--- src/core/bsc_pkg.sv ---
// Purpose: shared constants and types for the boundary-scan test logic
// Assumes: one system clock samples the slow test clock pins
// Notes:   instruction codes, register widths and capture values live here
package bsc_pkg;
    // controller states, tracked in the sampling domain
    typedef enum logic [3:0] {
        ST_RESET, ST_IDLE, ST_SEL_DR, ST_CAP_DR, ST_SHIFT_DR, ST_EXIT1_DR,
        ST_PAUSE_DR, ST_EXIT2_DR, ST_UPD_DR, ST_SEL_IR, ST_CAP_IR,
        ST_SHIFT_IR, ST_EXIT1_IR, ST_PAUSE_IR, ST_EXIT2_IR, ST_UPD_IR
    } bsc_state_t;

    localparam int IR_W   = 3;           // instruction register length
    localparam int ID_W   = 32;          // identification register length
    localparam int BSR_W  = 73;          // boundary cells, bit 0 up to bit 72
    localparam int SYNC_N = 2;           // synchroniser depth for pins

    // instruction codes
    localparam logic [IR_W-1:0] INS_EXTEST = 3'h0;
    localparam logic [IR_W-1:0] INS_IDCODE = 3'h1;
    localparam logic [IR_W-1:0] INS_SAMPLE = 3'h2;
    localparam logic [IR_W-1:0] INS_CLAMP  = 3'h3;
    localparam logic [IR_W-1:0] INS_HIGHZ  = 3'h4;
    localparam logic [IR_W-1:0] INS_BYPASS = 3'h7;
    // fixed pattern loaded in capture-ir, two low bits 01 as usual
    localparam logic [IR_W-1:0] IR_CAPTURE = 3'h1;

    // identification field layout
    localparam int ID_MFR_W = 11;
    localparam int ID_DEV_W = 16;
    localparam int ID_VER_W = 4;
    localparam logic       ID_MARK     = 1'h1;  // fixed one in the lsb
    localparam logic       BYPASS_CAP  = 1'h0;  // bypass cell captures zero
    localparam logic       PIN_RESET   = 1'h0;  // reset value of sampled bits
endpackage

--- src/core/bsc_tap_if.sv ---
// Purpose: carries controller state and test clock edges between modules
// Assumes: all signals are in the mclk domain
// Notes:   rise and fall are one-cycle pulses
`timescale 1ns/10ps
interface bsc_tap_if;
    import bsc_pkg::*;
    bsc_state_t state;   // current controller state
    logic       rise;    // test clock rising edge seen
    logic       fall;    // test clock falling edge seen
    logic       tms;     // mode select, synchronised
    logic       tdi;     // serial input, synchronised
    modport tracker (output state, rise, fall, tms, tdi);
    modport user    (input  state, rise, fall, tms, tdi);
endinterface

--- src/core/bsc_scan_top.sv ---
// Purpose: instruction register, decode and test data registers
// Assumes: test pins are asynchronous to mclk and sampled twice before use
// Notes:   rising test clock captures and shifts, falling one updates and drives out
`timescale 1ns/10ps
// Notes on behaviour
// - three-bit instruction shift stage plus latch
// - shift-ir moves instruction bits toward output
// - instruction latched on falling edge while in update-ir
// - sample/preload captures pins, shifts boundary cells
// - bypass code routes through one-bit register
// - extest drives outputs from boundary latches
// - clamp holds outputs, selects bypass path
// - highz floats outputs, selects bypass path
// - idcode captures identification value, shifts it
// - test-logic-reset forces identification instruction
// - id layout: one, maker, device, version
// - identification has shift stage and latch
// - bypass is single-bit shift stage
// - boundary register spans bits 0 to 72
// - controller steps on rising test clock
// - update-dr latches shift stage on falling edge
module bsc_scan_top
    import bsc_pkg::*;
#(
    parameter logic [ID_VER_W-1:0] ID_VERSION = 4'h0,     // arbitrary value
    parameter logic [ID_DEV_W-1:0] ID_DEVICE  = 16'h00A5, // arbitrary value
    parameter logic [ID_MFR_W-1:0] ID_MAKER   = 11'h055   // arbitrary value
)(
    input  wire logic                    mclk,
    input  wire logic                    nrst,
    input  wire logic                    test_clock,
    input  wire logic                    test_mode_select,
    input  wire logic                    test_serial_in,
    input  wire logic                    test_reset_n,
    output logic                         test_serial_out,
    output logic                         test_serial_out_oe,
    input  wire logic [bsc_pkg::BSR_W-1:0] pin_sample,
    output logic [bsc_pkg::BSR_W-1:0]   cell_out,
    output logic                         cells_drive,
    output logic                         pins_high_z,
    output logic [bsc_pkg::IR_W-1:0]    instruction
);
    import bsc_pkg::*;

    bsc_tap_if tap ();                     // state and edges from the tracker

    bsc_tap_track u_track (
        .mclk             (mclk),
        .nrst             (nrst),
        .test_clock       (test_clock),
        .test_mode_select (test_mode_select),
        .test_serial_in   (test_serial_in),
        .test_reset_n     (test_reset_n),
        .tap              (tap)
    );

    // identification value: mark in bit 0, then maker, device and version upward
    // maker, part and version are parameters so that no fixed code is built in
    localparam logic [ID_W-1:0] ID_VALUE = {ID_VERSION, ID_DEVICE, ID_MAKER, ID_MARK};

    logic [BSR_W-1:0] pin_s1;             // first stage, read only by pin_s2
    logic [BSR_W-1:0] pin_s2;             // synchronised pin levels
    logic [IR_W-1:0]  ir_shift;           // instruction shift stage
    logic [IR_W-1:0]  ir;                 // current instruction
    logic             bypass;             // one-bit bypass cell
    logic [ID_W-1:0]  id_shift;           // identification shift stage
    logic [ID_W-1:0]  id_par;             // identification latch
    logic [BSR_W-1:0] bsr_shift;          // boundary shift stage
    logic [BSR_W-1:0] bsr_par;            // boundary latch

    // decode of the current instruction; unknown codes take the bypass path
    wire sel_bsr = (ir == INS_SAMPLE) || (ir == INS_EXTEST);
    wire sel_id  = (ir == INS_IDCODE);
    wire sel_byp = !sel_bsr && !sel_id;
    wire in_reset = (tap.state == ST_RESET);
    wire shifting = (tap.state == ST_SHIFT_IR) || (tap.state == ST_SHIFT_DR);
    wire dr_lsb   = sel_bsr ? bsr_shift[0] : (sel_id ? id_shift[0] : bypass);
    wire next_tdo = (tap.state == ST_SHIFT_IR) ? ir_shift[0] : dr_lsb;
    wire cap_dr   = tap.rise && tap.state == ST_CAP_DR;
    wire sh_dr    = tap.rise && tap.state == ST_SHIFT_DR;
    wire upd_dr   = tap.fall && tap.state == ST_UPD_DR;

    // pin sample synchroniser; pins are free-running device signals
    always_ff @(posedge mclk or negedge nrst) begin
        if (!nrst) begin
            pin_s1 <= '0;
            pin_s2 <= '0;
        end else begin
            pin_s1 <= pin_sample;
            pin_s2 <= pin_s1;
        end
    end

    // instruction shift stage: fixed load in capture, lsb first out
    always_ff @(posedge mclk or negedge nrst) begin
        if (!nrst) begin
            ir_shift <= IR_CAPTURE;
        end else if (tap.rise && tap.state == ST_CAP_IR) begin
            ir_shift <= IR_CAPTURE;
        end else if (tap.rise && tap.state == ST_SHIFT_IR) begin
            ir_shift <= {tap.tdi, ir_shift[IR_W-1:1]};
        end
    end

    // current instruction: forced in reset, else latched on update fall
    always_ff @(posedge mclk or negedge nrst) begin
        if (!nrst) begin
            ir <= INS_IDCODE;
        end else if (in_reset) begin
            ir <= INS_IDCODE;
        end else if (tap.fall && tap.state == ST_UPD_IR) begin
            ir <= ir_shift;
        end
    end

    // bypass cell: captures zero, shifts one bit
    always_ff @(posedge mclk or negedge nrst) begin
        if (!nrst) begin
            bypass <= BYPASS_CAP;
        end else if (cap_dr && sel_byp) begin
            bypass <= BYPASS_CAP;
        end else if (sh_dr && sel_byp) begin
            bypass <= tap.tdi;
        end
    end

    // identification stage and latch; reset loads the value into the latch too
    always_ff @(posedge mclk or negedge nrst) begin
        if (!nrst) begin
            id_shift <= ID_VALUE;
            id_par   <= ID_VALUE;
        end else begin
            if (cap_dr && sel_id) begin
                id_shift <= ID_VALUE;
            end else if (sh_dr && sel_id) begin
                id_shift <= {tap.tdi, id_shift[ID_W-1:1]};
            end
            if (upd_dr && sel_id) begin
                id_par <= id_shift;
            end
        end
    end

    // boundary cells: capture pins, shift, latch on update fall only
    always_ff @(posedge mclk or negedge nrst) begin
        if (!nrst) begin
            bsr_shift <= '0;
            bsr_par   <= '0;
        end else begin
            if (cap_dr && sel_bsr) begin
                bsr_shift <= pin_s2;
            end else if (sh_dr && sel_bsr) begin
                bsr_shift <= {tap.tdi, bsr_shift[BSR_W-1:1]};
            end
            if (upd_dr && sel_bsr) begin
                bsr_par <= bsr_shift;
            end
        end
    end

    // serial output changes on the falling test clock, floats outside the shift states
    always_ff @(posedge mclk or negedge nrst) begin
        if (!nrst) begin
            test_serial_out    <= 1'h0;
            test_serial_out_oe <= 1'h0;
        end else if (tap.fall) begin
            test_serial_out    <= shifting ? next_tdo : 1'h0;
            test_serial_out_oe <= shifting;
        end
    end

    // output control follows the latched instruction; clamp never reloads bsr_par
    assign cells_drive = (ir == INS_EXTEST) || (ir == INS_CLAMP);
    assign pins_high_z = (ir == INS_HIGHZ);
    assign cell_out    = bsr_par;
    assign instruction = ir;
endmodule

--- src/core/bsc_tap_track.sv ---
// Purpose: samples the test pins and follows the test controller state
// Assumes: mclk is much faster than the test clock
// Notes:   pins pass two flops before any logic reads them
`timescale 1ns/10ps
module bsc_tap_track
    import bsc_pkg::*;
(
    input  wire logic mclk,
    input  wire logic nrst,
    input  wire logic test_clock,
    input  wire logic test_mode_select,
    input  wire logic test_serial_in,
    input  wire logic test_reset_n,
    bsc_tap_if.tracker tap
);
    logic [3:0] sync1;         // first stage, read only by sync2
    logic [3:0] sync2;         // second stage: clk, tms, tdi, trst_n
    logic       clk_prev;      // delayed clock for edge finding
    bsc_state_t state;         // controller state
    bsc_state_t next_state;    // state after a rising edge
    wire        clk_s  = sync2[0];
    wire        tms_s  = sync2[1];
    wire        trst_s = sync2[3];
    wire        rise   = clk_s & ~clk_prev;
    wire        fall   = ~clk_s & clk_prev;

    // pin synchronisers and edge history
    always_ff @(posedge mclk or negedge nrst) begin
        if (!nrst) begin
            sync1    <= 4'h8;
            sync2    <= 4'h8;
            clk_prev <= 1'h0;
        end else begin
            sync1    <= {test_reset_n, test_serial_in, test_mode_select, test_clock};
            sync2    <= sync1;
            clk_prev <= clk_s;
        end
    end

    // standard sixteen-state walk on mode select
    always_comb begin
        case (state)
            ST_RESET:    next_state = tms_s ? ST_RESET    : ST_IDLE;
            ST_IDLE:     next_state = tms_s ? ST_SEL_DR   : ST_IDLE;
            ST_SEL_DR:   next_state = tms_s ? ST_SEL_IR   : ST_CAP_DR;
            ST_CAP_DR:   next_state = tms_s ? ST_EXIT1_DR : ST_SHIFT_DR;
            ST_SHIFT_DR: next_state = tms_s ? ST_EXIT1_DR : ST_SHIFT_DR;
            ST_EXIT1_DR: next_state = tms_s ? ST_UPD_DR   : ST_PAUSE_DR;
            ST_PAUSE_DR: next_state = tms_s ? ST_EXIT2_DR : ST_PAUSE_DR;
            ST_EXIT2_DR: next_state = tms_s ? ST_UPD_DR   : ST_SHIFT_DR;
            ST_UPD_DR:   next_state = tms_s ? ST_SEL_DR   : ST_IDLE;
            ST_SEL_IR:   next_state = tms_s ? ST_RESET    : ST_CAP_IR;
            ST_CAP_IR:   next_state = tms_s ? ST_EXIT1_IR : ST_SHIFT_IR;
            ST_SHIFT_IR: next_state = tms_s ? ST_EXIT1_IR : ST_SHIFT_IR;
            ST_EXIT1_IR: next_state = tms_s ? ST_UPD_IR   : ST_PAUSE_IR;
            ST_PAUSE_IR: next_state = tms_s ? ST_EXIT2_IR : ST_PAUSE_IR;
            ST_EXIT2_IR: next_state = tms_s ? ST_UPD_IR   : ST_SHIFT_IR;
            ST_UPD_IR:   next_state = tms_s ? ST_SEL_DR   : ST_IDLE;
            default:     next_state = ST_RESET;
        endcase
    end

    // advance only on a rising test clock; the reset pin wins
    always_ff @(posedge mclk or negedge nrst) begin
        if (!nrst) begin
            state <= ST_RESET;
        end else if (!trst_s) begin
            state <= ST_RESET;
        end else if (rise) begin
            state <= next_state;
        end
    end

    assign tap.state = state;
    assign tap.rise  = rise;
    assign tap.fall  = fall;
    assign tap.tms   = tms_s;
    assign tap.tdi   = sync2[2];
endmodule
--- config.mk ---
export PLATFORM = sky130hd
export DESIGN_NAME = bsc_scan_top
export DESIGN_NICKNAME = d
export VERILOG_FILES = /design/src/core/bsc_pkg.sv /design/src/core/bsc_tap_if.sv /design/src/core/bsc_scan_top.sv /design/src/core/bsc_tap_track.sv
export SDC_FILE = /design/constraint.sdc
export NUM_CORES = 1
export LEC_CHECK = 0
export BUFFER_PORTS_ARGS = -buffer_cell sky130_fd_sc_hd__buf_2
export CORE_MARGIN = 4
export CORE_UTILIZATION = 35
export DETAILED_ROUTE_END_ITERATION = 12
export PLACE_DENSITY = 0.51
export SLEW_MARGIN = 5
export SYNTH_ARGS = -nofsm -noshare
export SYNTH_HDL_FRONTEND = slang
export SYNTH_SLANG_ARGS = --single-unit
--- constraint.sdc ---
create_clock -name mclk -period 3.7 [get_ports mclk]
set_clock_uncertainty 0.2 [all_clocks]
set_input_delay 0.74 -clock mclk [delete_from_list [all_inputs] [get_ports mclk]]
set_output_delay 0.74 -clock mclk [all_outputs]
set_load 0.005 [all_outputs]
==> results.py, run 1 <==
metrics = {
    "clock_network": {
        "htreeDepth": 2,
        "numCtsBuffers": 39,
        "cts.hold.buffers_added": 1,
        "insertion_delay_ns": 0.53,
        "cts_root_buf": "clkbuf_16",
        "ctsResizeCount": 0,
        "clkTransAtPathRegs_ns": 0.06,
        "cts.sinks": 346,
        "postCtsSetupRepairBufs": 0,
        "cts_tree": "yes",
        "clockBufferDepth": 3,
    },
    "power_and_ir_drop": {
        "power.total_mw": 7.95,
        "p_clk_share_pct": 48.2,
        "seqPwrFrac_pct": 49.5,
        "leakagePower_nw": 6.84,
        "max-vdd-ir-drop_mv": 0.378,
        "p_int_mw": 6.29,
        "switching_share_pct": 20.8,
        "p_per_area_nw_per_um2": 535,
        "power_switching_mw": 1.65,
        "comb_power_share_pct": 2.3,
    },
    "die": {
        "dieArea_um2": 38600,
        "io_pins": 159,
        "chipHeight_um": 197,
        "coreArea_um2": 34800,
        "die_w_um": 197,
        "initial_core_util_pct": 35.7,
        "row_count": 68,
    },
    "final_layout": {
        "nNetsFinal": 1121,
        "final_cell_mix": "333 x dfrtp_1, 157 x buf_2, 136 x nand2_1, 85 x o21ai_1, 73 x mux2i_1",
        "drive_gt1_share_pct": 30.1,
        "fin_area_um2": 14900,
        "syn2layout_area_growth_pct": 19.4,
        "fillers": 3182,
        "diodes": 0,
        "final_common_cell": "dfrtp_1",
    },
    "sta": {
        "final-max-slew-violation-count": 0,
        "slew_headroom_pct": 30.8,
        "final-setup-viol-count": 0,
        "hold_violations": 0,
        "setup_tns_ns": 0,
        "rsz0062_at_grt": "false",
        "post-route-min-period_ns": 2.71,
        "max_slew.worst_pin.slew_ns": 1.04,
        "period_share_pct": 73.2,
        "fmax_mhz": 369,
    },
    "yosys": {
        "synth-edff-count": 0,
        "yosysSeqAreaShare_pct": 69.7,
        "synth_warnings": 0,
        "syn_inst": 875,
        "syn_area_per_cell_um2": 14.2,
        "netlist_area_um2": 12400,
        "syn_nets": 954,
        "synthArstFlopShare_pct": 100,
        "synthFlopType": "dfrtp_1",
        "synth_cell_types": 50,
        "ys_seq_elements": 346,
    },
    "global_route": {
        "grt_max_degree": 99,
        "grtUsageTotal_pct": 12.9,
        "grt_overflow": 0,
        "grt_pass1_wl_mm": 40.2,
        "grt_pass1_vias": 7284,
        "grt_antenna_before_repair": 1,
    },
    "routing": {
        "drc_errors": 0,
        "dr_total_vias": 6898,
        "first_iter_violations": 317,
        "drt-total-wl_mm": 24.1,
        "detail_route.wl_per_cell_um": 15.8,
        "drt_pass1_iterations": 4,
        "via_per_inst": 4.52,
        "ant_nets": 0,
    },
    "worst_setup_path": {
        "cp-start-kind": "flop",
        "worstPathRequired_ns": 3.90,
        "path_class": "flop to flop",
        "crit_path_max_fanout": 27,
        "cp.arrival_ns": 2.91,
        "endpoint_kind": "flop",
    },
    "placed_design": {
        "port_buffers": 158,
        "dp_hpwl_mm": 14.9,
        "gp_congestion": 0.711,
        "dpl_cell_area_um2": 13600,
    },
    "min_path": {
        "hp-class": "input port to flop",
    },
    "outcome": {
        "status": "completed",
    },
    "job": {
        "max_cap_viol_count": 0,
    },
}
==> cell type report <==
| class | instances | area [um^2] | share of cell area [%] |
|---|---|---|---|
| clock buffer | 63 | 1190 | 8.00 |
| clock inverter | 8 | 101 | 0.682 |
| inverter | 3 | 11.3 | 0.0758 |
| multi-input combinational | 476 | 3310 | 22.3 |
| sequential | 346 | 8670 | 58.4 |
| tap | 455 | 569 | 3.83 |
| timing repair buffer | 176 | 1000 | 6.74 |
==> flip-flops by register name, summed over array words and instances, names as in the netlist <==
signal,cells
bsr_shift,73
cell_out,73
pin_s1,73
pin_s2,73
id_shift,32
u_track.sync1,4
u_track.sync2,4
u_track.tap.state,4
instruction,3
ir_shift,3
bypass,1
test_serial_out,1
test_serial_out_oe,1
u_track.clk_prev,1
==> layer usage <==
layer	global-route usage, %	up-vias	share of wire [%]
li1	-	3322	-
met4	4.78	2	2.5
met3	3.25	42	5.6
met5	0	-	0.050
met1	17.7	3401	46
met2	20.0	131	46
==> worst paths after layout <==
check,from,end,slack [ns],cells past startpoint
max,u_track.clk_prev,bsr_shift[18],0.99,5
min reg2reg,pin_s1[43],pin_s2[43],0.14,0
max in group asynchronous,nrst,ir_shift[0],1.84,3
max reg2reg,u_track.clk_prev,bsr_shift[18],0.99,5
min in group asynchronous,nrst,pin_s2[19],0.59,2
min,pin_sample[39],pin_s1[39],0.11,1
==> synthesized netlist by cell type, drive strengths merged, types with 2 or more instances <==
| library cell | instances | area [um^2] |
|---|---|---|
| nor2b | 7 | 46.3 |
| nand2b | 2 | 12.5 |
| clkbuf | 11 | 43.8 |
| nand2 | 136 | 510 |
| nor2 | 22 | 82.6 |
| a31oi | 3 | 18.8 |
| inv | 3 | 11.3 |
| nand4 | 5 | 46.3 |
| nand3 | 4 | 20.0 |
| dfstp | 13 | 342 |
| o21ai | 115 | 576 |
| dfrtp | 333 | 8330 |
| a21oi | 6 | 30.0 |
| nor3b | 4 | 40.0 |
| mux2i | 73 | 731 |
| buf | 39 | 412 |
| mux2 | 76 | 968 |
| o211ai | 3 | 27.5 |
==> power groups by stage <==
stage	Combinational (mW)	Sequential [mW]	Clock (mW)
after floorplan	0.0643	3.97	0
after global placement	0.192	4.00	0
after detailed placement	0.194	4.00	0
after CTS	0.196	3.93	3.99
after global routing	0.218	3.94	4.13
final	0.185	3.93	3.83
==> critical path, stage by stage, from the launching register on <==
cell and delay [ns]:
dfrtp_1 0.42, nor2b_1 0.50, and4_4 0.71, buf_4 0.41, mux2i_1 0.22, o21ai_1 0.08
==> kinds of logic after synthesis <==
logic type / Yosys count / synth area share, %
AO/OA/AOI/OAI: 137 / 6.12
buffers and inverters: 53 / 3.75
XOR/XNOR: 2 / 0.141
flip-flops: 346 / 69.7
multiplexers: 149 / 13.7
AND/OR/NAND/NOR: 188 / 6.59
==> per-stage QoR <==
stage	instances	utilization [%]	hold slack, ns	setup slack [ns]
floorplan	875	-	0.131	1.93
global placement	1455	38.9	0.132	0.988
detailed placement	1455	38.9	0.135	0.967
CTS	1527	42.7	0.0623	0.964
global route	1527	42.7	0.0782	0.738
finish	1527	42.7	0.109	0.993
No activity file was read; power rests on OpenSTA's default activity.
==> run 2, diff against run 1 <==
Clock period 3.7 ns to 2.5 ns, I/O delays scaled along.
==> results.py, run 2 (synthesized netlist as in run 1, its figures left out) <==
metrics = {
    "outcome": {
        "status": "completed",
    },
    "sta": {
        "hold_violations": 0,
        "fmax_mhz": 456,
        "max_slew.worst_pin.slew_ns": 0.559,
        "final-setup-viol-count": 0,
        "period_share_pct": 87.7,
        "hold_slack_ns": 0.139,
        "worst_slack_ns": 0.307,
        "setup_tns_ns": 0,
        "rsz0062_at_grt": "false",
        "slew_headroom_pct": 62.7,
        "post-route-min-period_ns": 2.19,
        "final-max-slew-violation-count": 0,
    },
    "worst_setup_path": {
        "worstPathRequired_ns": 1.80,
        "crit_path_max_fanout": 9,
        "endpoint_kind": "output port",
        "cp.arrival_ns": 1.49,
        "slowest_delay_ns": 0.64,
        "path_cells": "xor2_1, nor2_1, buf_2",
        "critPathSlowestCell": "dfstp_2",
        "path_class": "flop to output port",
        "cp-start-kind": "flop",
    },
    "job": {
        "max_cap_viol_count": 0,
    },
    "clock_network": {
        "htreeDepth": 2,
        "insertion_delay_ns": 0.54,
        "ctsResizeCount": 0,
        "cts_tree": "yes",
        "clkTransAtPathRegs_ns": 0.06,
        "clockBufferDepth": 3,
        "cts_root_buf": "clkbuf_16",
        "numCtsBuffers": 39,
        "postCtsSetupRepairBufs": 0,
        "cts.sinks": 346,
    },
    "global_route": {
        "grtUsageTotal_pct": 13.4,
        "grt_pass1_vias": 7685,
        "grt_overflow": 0,
        "grt_antenna_before_repair": 0,
        "grt_pass1_wl_mm": 41.7,
        "grt_max_degree": 62,
    },
    "routing": {
        "dr_total_vias": 7138,
        "detail_route.wl_per_cell_um": 15.3,
        "first_iter_violations": 334,
        "drc_errors": 0,
        "ant_nets": 0,
        "via_per_inst": 4.42,
        "drt_pass1_iterations": 4,
        "drt-total-wl_mm": 24.8,
    },
    "final_layout": {
        "final_util_pct": 45.6,
        "diodes": 0,
        "nNetsFinal": 1212,
        "final_cell_mix": "333 x dfrtp_1, 157 x buf_2, 136 x nand2_1, 85 x o21ai_1, 78 x dlygate4sd3_1",
        "final_common_cell": "dfrtp_1",
        "syn2layout_area_growth_pct": 27.7,
        "fillers": 3105,
        "drive_gt1_share_pct": 29.3,
    },
    "placed_design": {
        "gp_congestion": 0.753,
        "port_buffers": 158,
        "dp_hpwl_mm": 15.7,
        "place_ws_ns": 0.462,
    },
    "die": {
        "die_w_um": 197,
        "io_pins": 159,
        "chipHeight_um": 197,
        "dieArea_um2": 38600,
        "coreArea_um2": 34800,
        "row_count": 68,
        "initial_core_util_pct": 35.7,
    },
    "power_and_ir_drop": {
        "leakagePower_nw": 7.30,
        "max-vdd-ir-drop_mv": 0.527,
        "power.total_mw": 12.0,
        "p_per_area_nw_per_um2": 755,
    },
    "min_path": {
        "hp-class": "flop to flop",
    },
}
run 2: timing repair:
item                       4_1_cts  5_1_grt
setup endpoints to repair        0        0
hold buffers                    78        0
hold endpoints to repair       123        0
run 2: routing by layer:
layer	track usage [%]	vias to the layer above	share of wire, %
li1	-	3493	-
met3	2.82	42	4.8
met4	4.86	0	2.5
met1	18.0	3469	46
met2	21.5	134	47
met5	0	-	0
run 2: final cells by class:
class | count | area [um^2] | area share (%)
Sequential cell | 346 | 8670 | 54.6
Tap cell | 455 | 569 | 3.58
Multi-Input combinational cell | 476 | 3310 | 20.8
Timing Repair Buffer | 267 | 2000 | 12.6
Inverter | 3 | 11.3 | 0.0709
Clock buffer | 60 | 1200 | 7.54
Clock inverter | 9 | 124 | 0.780
run 2: power by group:
group / internal [mW] / total (mW) / leakage [nW] / switching, mW
clock network: 3.60 / 5.78 / 0.654 / 2.18
registers: 5.75 / 5.81 / 4.43 / 0.0606
logic: 0.198 / 0.406 / 2.21 / 0.208
total: 9.55 / 12.0 / 7.30 / 2.45
run 2: critical path: cells and delay by family (launching register included):
family                 cells  cell delay [ns]
AND/OR/NAND/NOR            1             0.05
flip-flops                 1             0.64
buffers and inverters      1             0.13
XOR/XNOR                   1             0.16
run 2: final timing paths:
path | from | to | slack [ns] | cells past startpoint
min in group asynchronous | nrst | cell_out[18] | 0.32 | 2
min reg2reg | pin_s1[49] | pin_s2[49] | 0.14 | 0
max in group asynchronous | nrst | ir_shift[0] | 1.05 | 3
min | pin_s1[49] | pin_s2[49] | 0.14 | 0
max reg2reg | u_track.tap.state[0] | cell_out[35] | 0.47 | 5
max | instruction[0] | cells_drive | 0.31 | 3
run 2: stage by stage:
| step | cell area (um^2) | std cells |
|---|---|---|
| 3_3_place_gp | 13800 | 1469 |
| 2_1_floorplan | 12400 | 875 |
| 6_report | 15900 | 1616 |
| 3_5_place_dp | 13800 | 1469 |
| 5_1_grt | 15900 | 1616 |
| 4_1_cts | 15900 | 1616 |
==> run 3, diff against run 2 <==
==> constraint.sdc (replaced) <==
create_clock -name mclk -period 2.5 [get_ports mclk]
set_clock_uncertainty 0.2 [all_clocks]
set_input_delay 0.125 -clock mclk [delete_from_list [all_inputs] [get_ports mclk]]
set_output_delay 0.125 -clock mclk [all_outputs]
set_load 0.005 [all_outputs]
==> results.py, run 3 (synthesized netlist as in run 1, its figures left out) <==
metrics = {
    "outcome": {
        "status": "completed",
    },
    "global_route": {
        "grt_antenna_before_repair": 0,
        "grt_pass1_wl_mm": 41.6,
        "grtUsageTotal_pct": 13.2,
        "grt_overflow": 0,
        "grt_pass1_vias": 7531,
        "grt_max_degree": 101,
    },
    "worst_setup_path": {
        "path_class": "flop to flop",
        "slowest_delay_ns": 0.71,
        "worstPathRequired_ns": 2.70,
        "cp.arrival_ns": 2.35,
        "critPathLaunch": "u_track.tap.state[1]",
        "crit_path_max_fanout": 50,
        "cp-start-kind": "flop",
        "r2r-start": "u_track.tap.state[1]",
        "critPathSlowestCell": "dfrtp_1",
        "endpoint_kind": "flop",
        "path_cells": "nor2_1, nand4_4, buf_12, mux2_2",
    },
    "die": {
        "initial_core_util_pct": 35.7,
        "row_count": 68,
        "chipHeight_um": 197,
        "die_w_um": 197,
        "io_pins": 159,
        "dieArea_um2": 38600,
        "coreArea_um2": 34800,
    },
    "clock_network": {
        "htreeDepth": 2,
        "cts_tree": "yes",
        "numCtsBuffers": 38,
        "insertion_delay_ns": 0.51,
        "clockBufferDepth": 3,
        "clkTransAtPathRegs_ns": 0.06,
        "cts_root_buf": "clkbuf_16",
        "cts.sinks": 346,
    },
    "final_layout": {
        "nNetsFinal": 1206,
        "final_common_cell": "dfrtp_1",
        "diodes": 0,
        "final_cell_mix": "333 x dfrtp_1, 157 x buf_2, 136 x nand2_1, 85 x o21ai_1, 79 x dlygate4sd3_1",
        "final_util_pct": 45.6,
        "drive_gt1_share_pct": 29.3,
        "syn2layout_area_growth_pct": 27.6,
    },
    "power_and_ir_drop": {
        "leakagePower_nw": 7.29,
        "max-vdd-ir-drop_mv": 0.520,
        "p_per_area_nw_per_um2": 769,
    },
    "routing": {
        "drc_errors": 0,
        "drt_pass1_iterations": 4,
        "drt-total-wl_mm": 24.9,
        "detail_route.wl_per_cell_um": 15.4,
        "via_per_inst": 4.45,
        "ant_nets": 0,
        "dr_total_vias": 7163,
        "first_iter_violations": 210,
    },
    "placed_design": {
        "gp_congestion": 0.751,
        "dp_hpwl_mm": 15.2,
        "port_buffers": 158,
    },
    "sta": {
        "hold_violations": 0,
        "final-max-slew-violation-count": 0,
        "slew_headroom_pct": 37.4,
        "final-setup-viol-count": 0,
        "post-route-min-period_ns": 2.15,
        "fmax_mhz": 465,
        "rsz0062_at_grt": "false",
        "max_slew.worst_pin.slew_ns": 0.935,
        "period_share_pct": 86.1,
        "setup_tns_ns": 0,
    },
    "min_path": {
        "hold_start": "pin_sample[16]",
        "hp-class": "input port to flop",
    },
    "job": {
        "max_cap_viol_count": 0,
    },
}
-- run 3: changes by cell type in the layout (fill, tap and decap cells not counted), moves of 2 or more --
cell	delta
clkinv_2	+2
clkbuf_1	-5
bufinv_16	+3
clkbuf_16	-2
buf_12	-2
buf_4	-4
-- run 3: worst max-delay path, delay by kind of cell, from the launching register on --
| family | cells | cell delay [ns] |
|---|---|---|
| DFF | 1 | 0.71 |
| buffers and inverters | 1 | 0.33 |
| and+or+nand+nor | 2 | 0.36 |
| muxes | 1 | 0.39 |
-- run 3: layout make-up --
class / instances / area (um^2)
Clock buffer: 54 / 1140
Clock inverter: 15 / 231
Fill cell: 3130 / 18900
Inverter: 3 / 11.3
Multi-Input combinational cell: 476 / 3310
Sequential cell: 346 / 8670
Tap cell: 455 / 569
Timing Repair Buffer: 262 / 1940
-- run 3: through the flow --
stage                     instance area (um^2)  cells  power [mW]  hold slack, ns  worst slack, ns
final                                    15900   1611        12.2          0.0398            0.348
after floorplan                          12400    875        5.98          -0.371            0.737
after global placement                   13700   1462        6.22         -0.0405            0.353
after detailed placement                 13700   1462        6.22         -0.0435            0.338
after CTS                                15900   1611        12.4         0.00405            0.324
after global routing                     15900   1611        12.7          0.0192            0.197
-- run 3: final timing paths --
check / slack [ns] / to / cells past startpoint
max in group asynchronous: 0.63 / bsr_shift[35] / 3
worst max register to register: 0.35 / cell_out[51] / 4
worst min-delay path: 0.04 / pin_s1[16] / 2
worst min register to register: 0.14 / pin_s2[67] / 0
worst max-delay path: 0.35 / cell_out[51] / 4
min in group asynchronous: 0.12 / id_shift[1] / 2
-- run 3: what timing repair did --
| action | CTS | global route |
|---|---|---|
| hold endpoints to repair | 419 | 0 |
| hold buffers | 80 | 0 |
| resized for setup | 0 | 0 |
| buffers inserted | 0 | 0 |
-- run 3: layer usage --
metal / vias to the layer above / track usage, % / share of wire [%]
li1: 3497 / - / -
met1: 3468 / 18.6 / 46
met2: 148 / 20.9 / 46
met3: 50 / 2.50 / 4.4
met4: 0 / 4.42 / 2.6
met5: - / 0 / 0
-- run 3: report_power, final --
part	switching (mW)	internal (mW)	leakage [nW]
logic	0.206	0.194	2.18
clock network	2.19	3.80	0.681
registers	0.0631	5.75	4.43
total	2.46	9.74	7.29
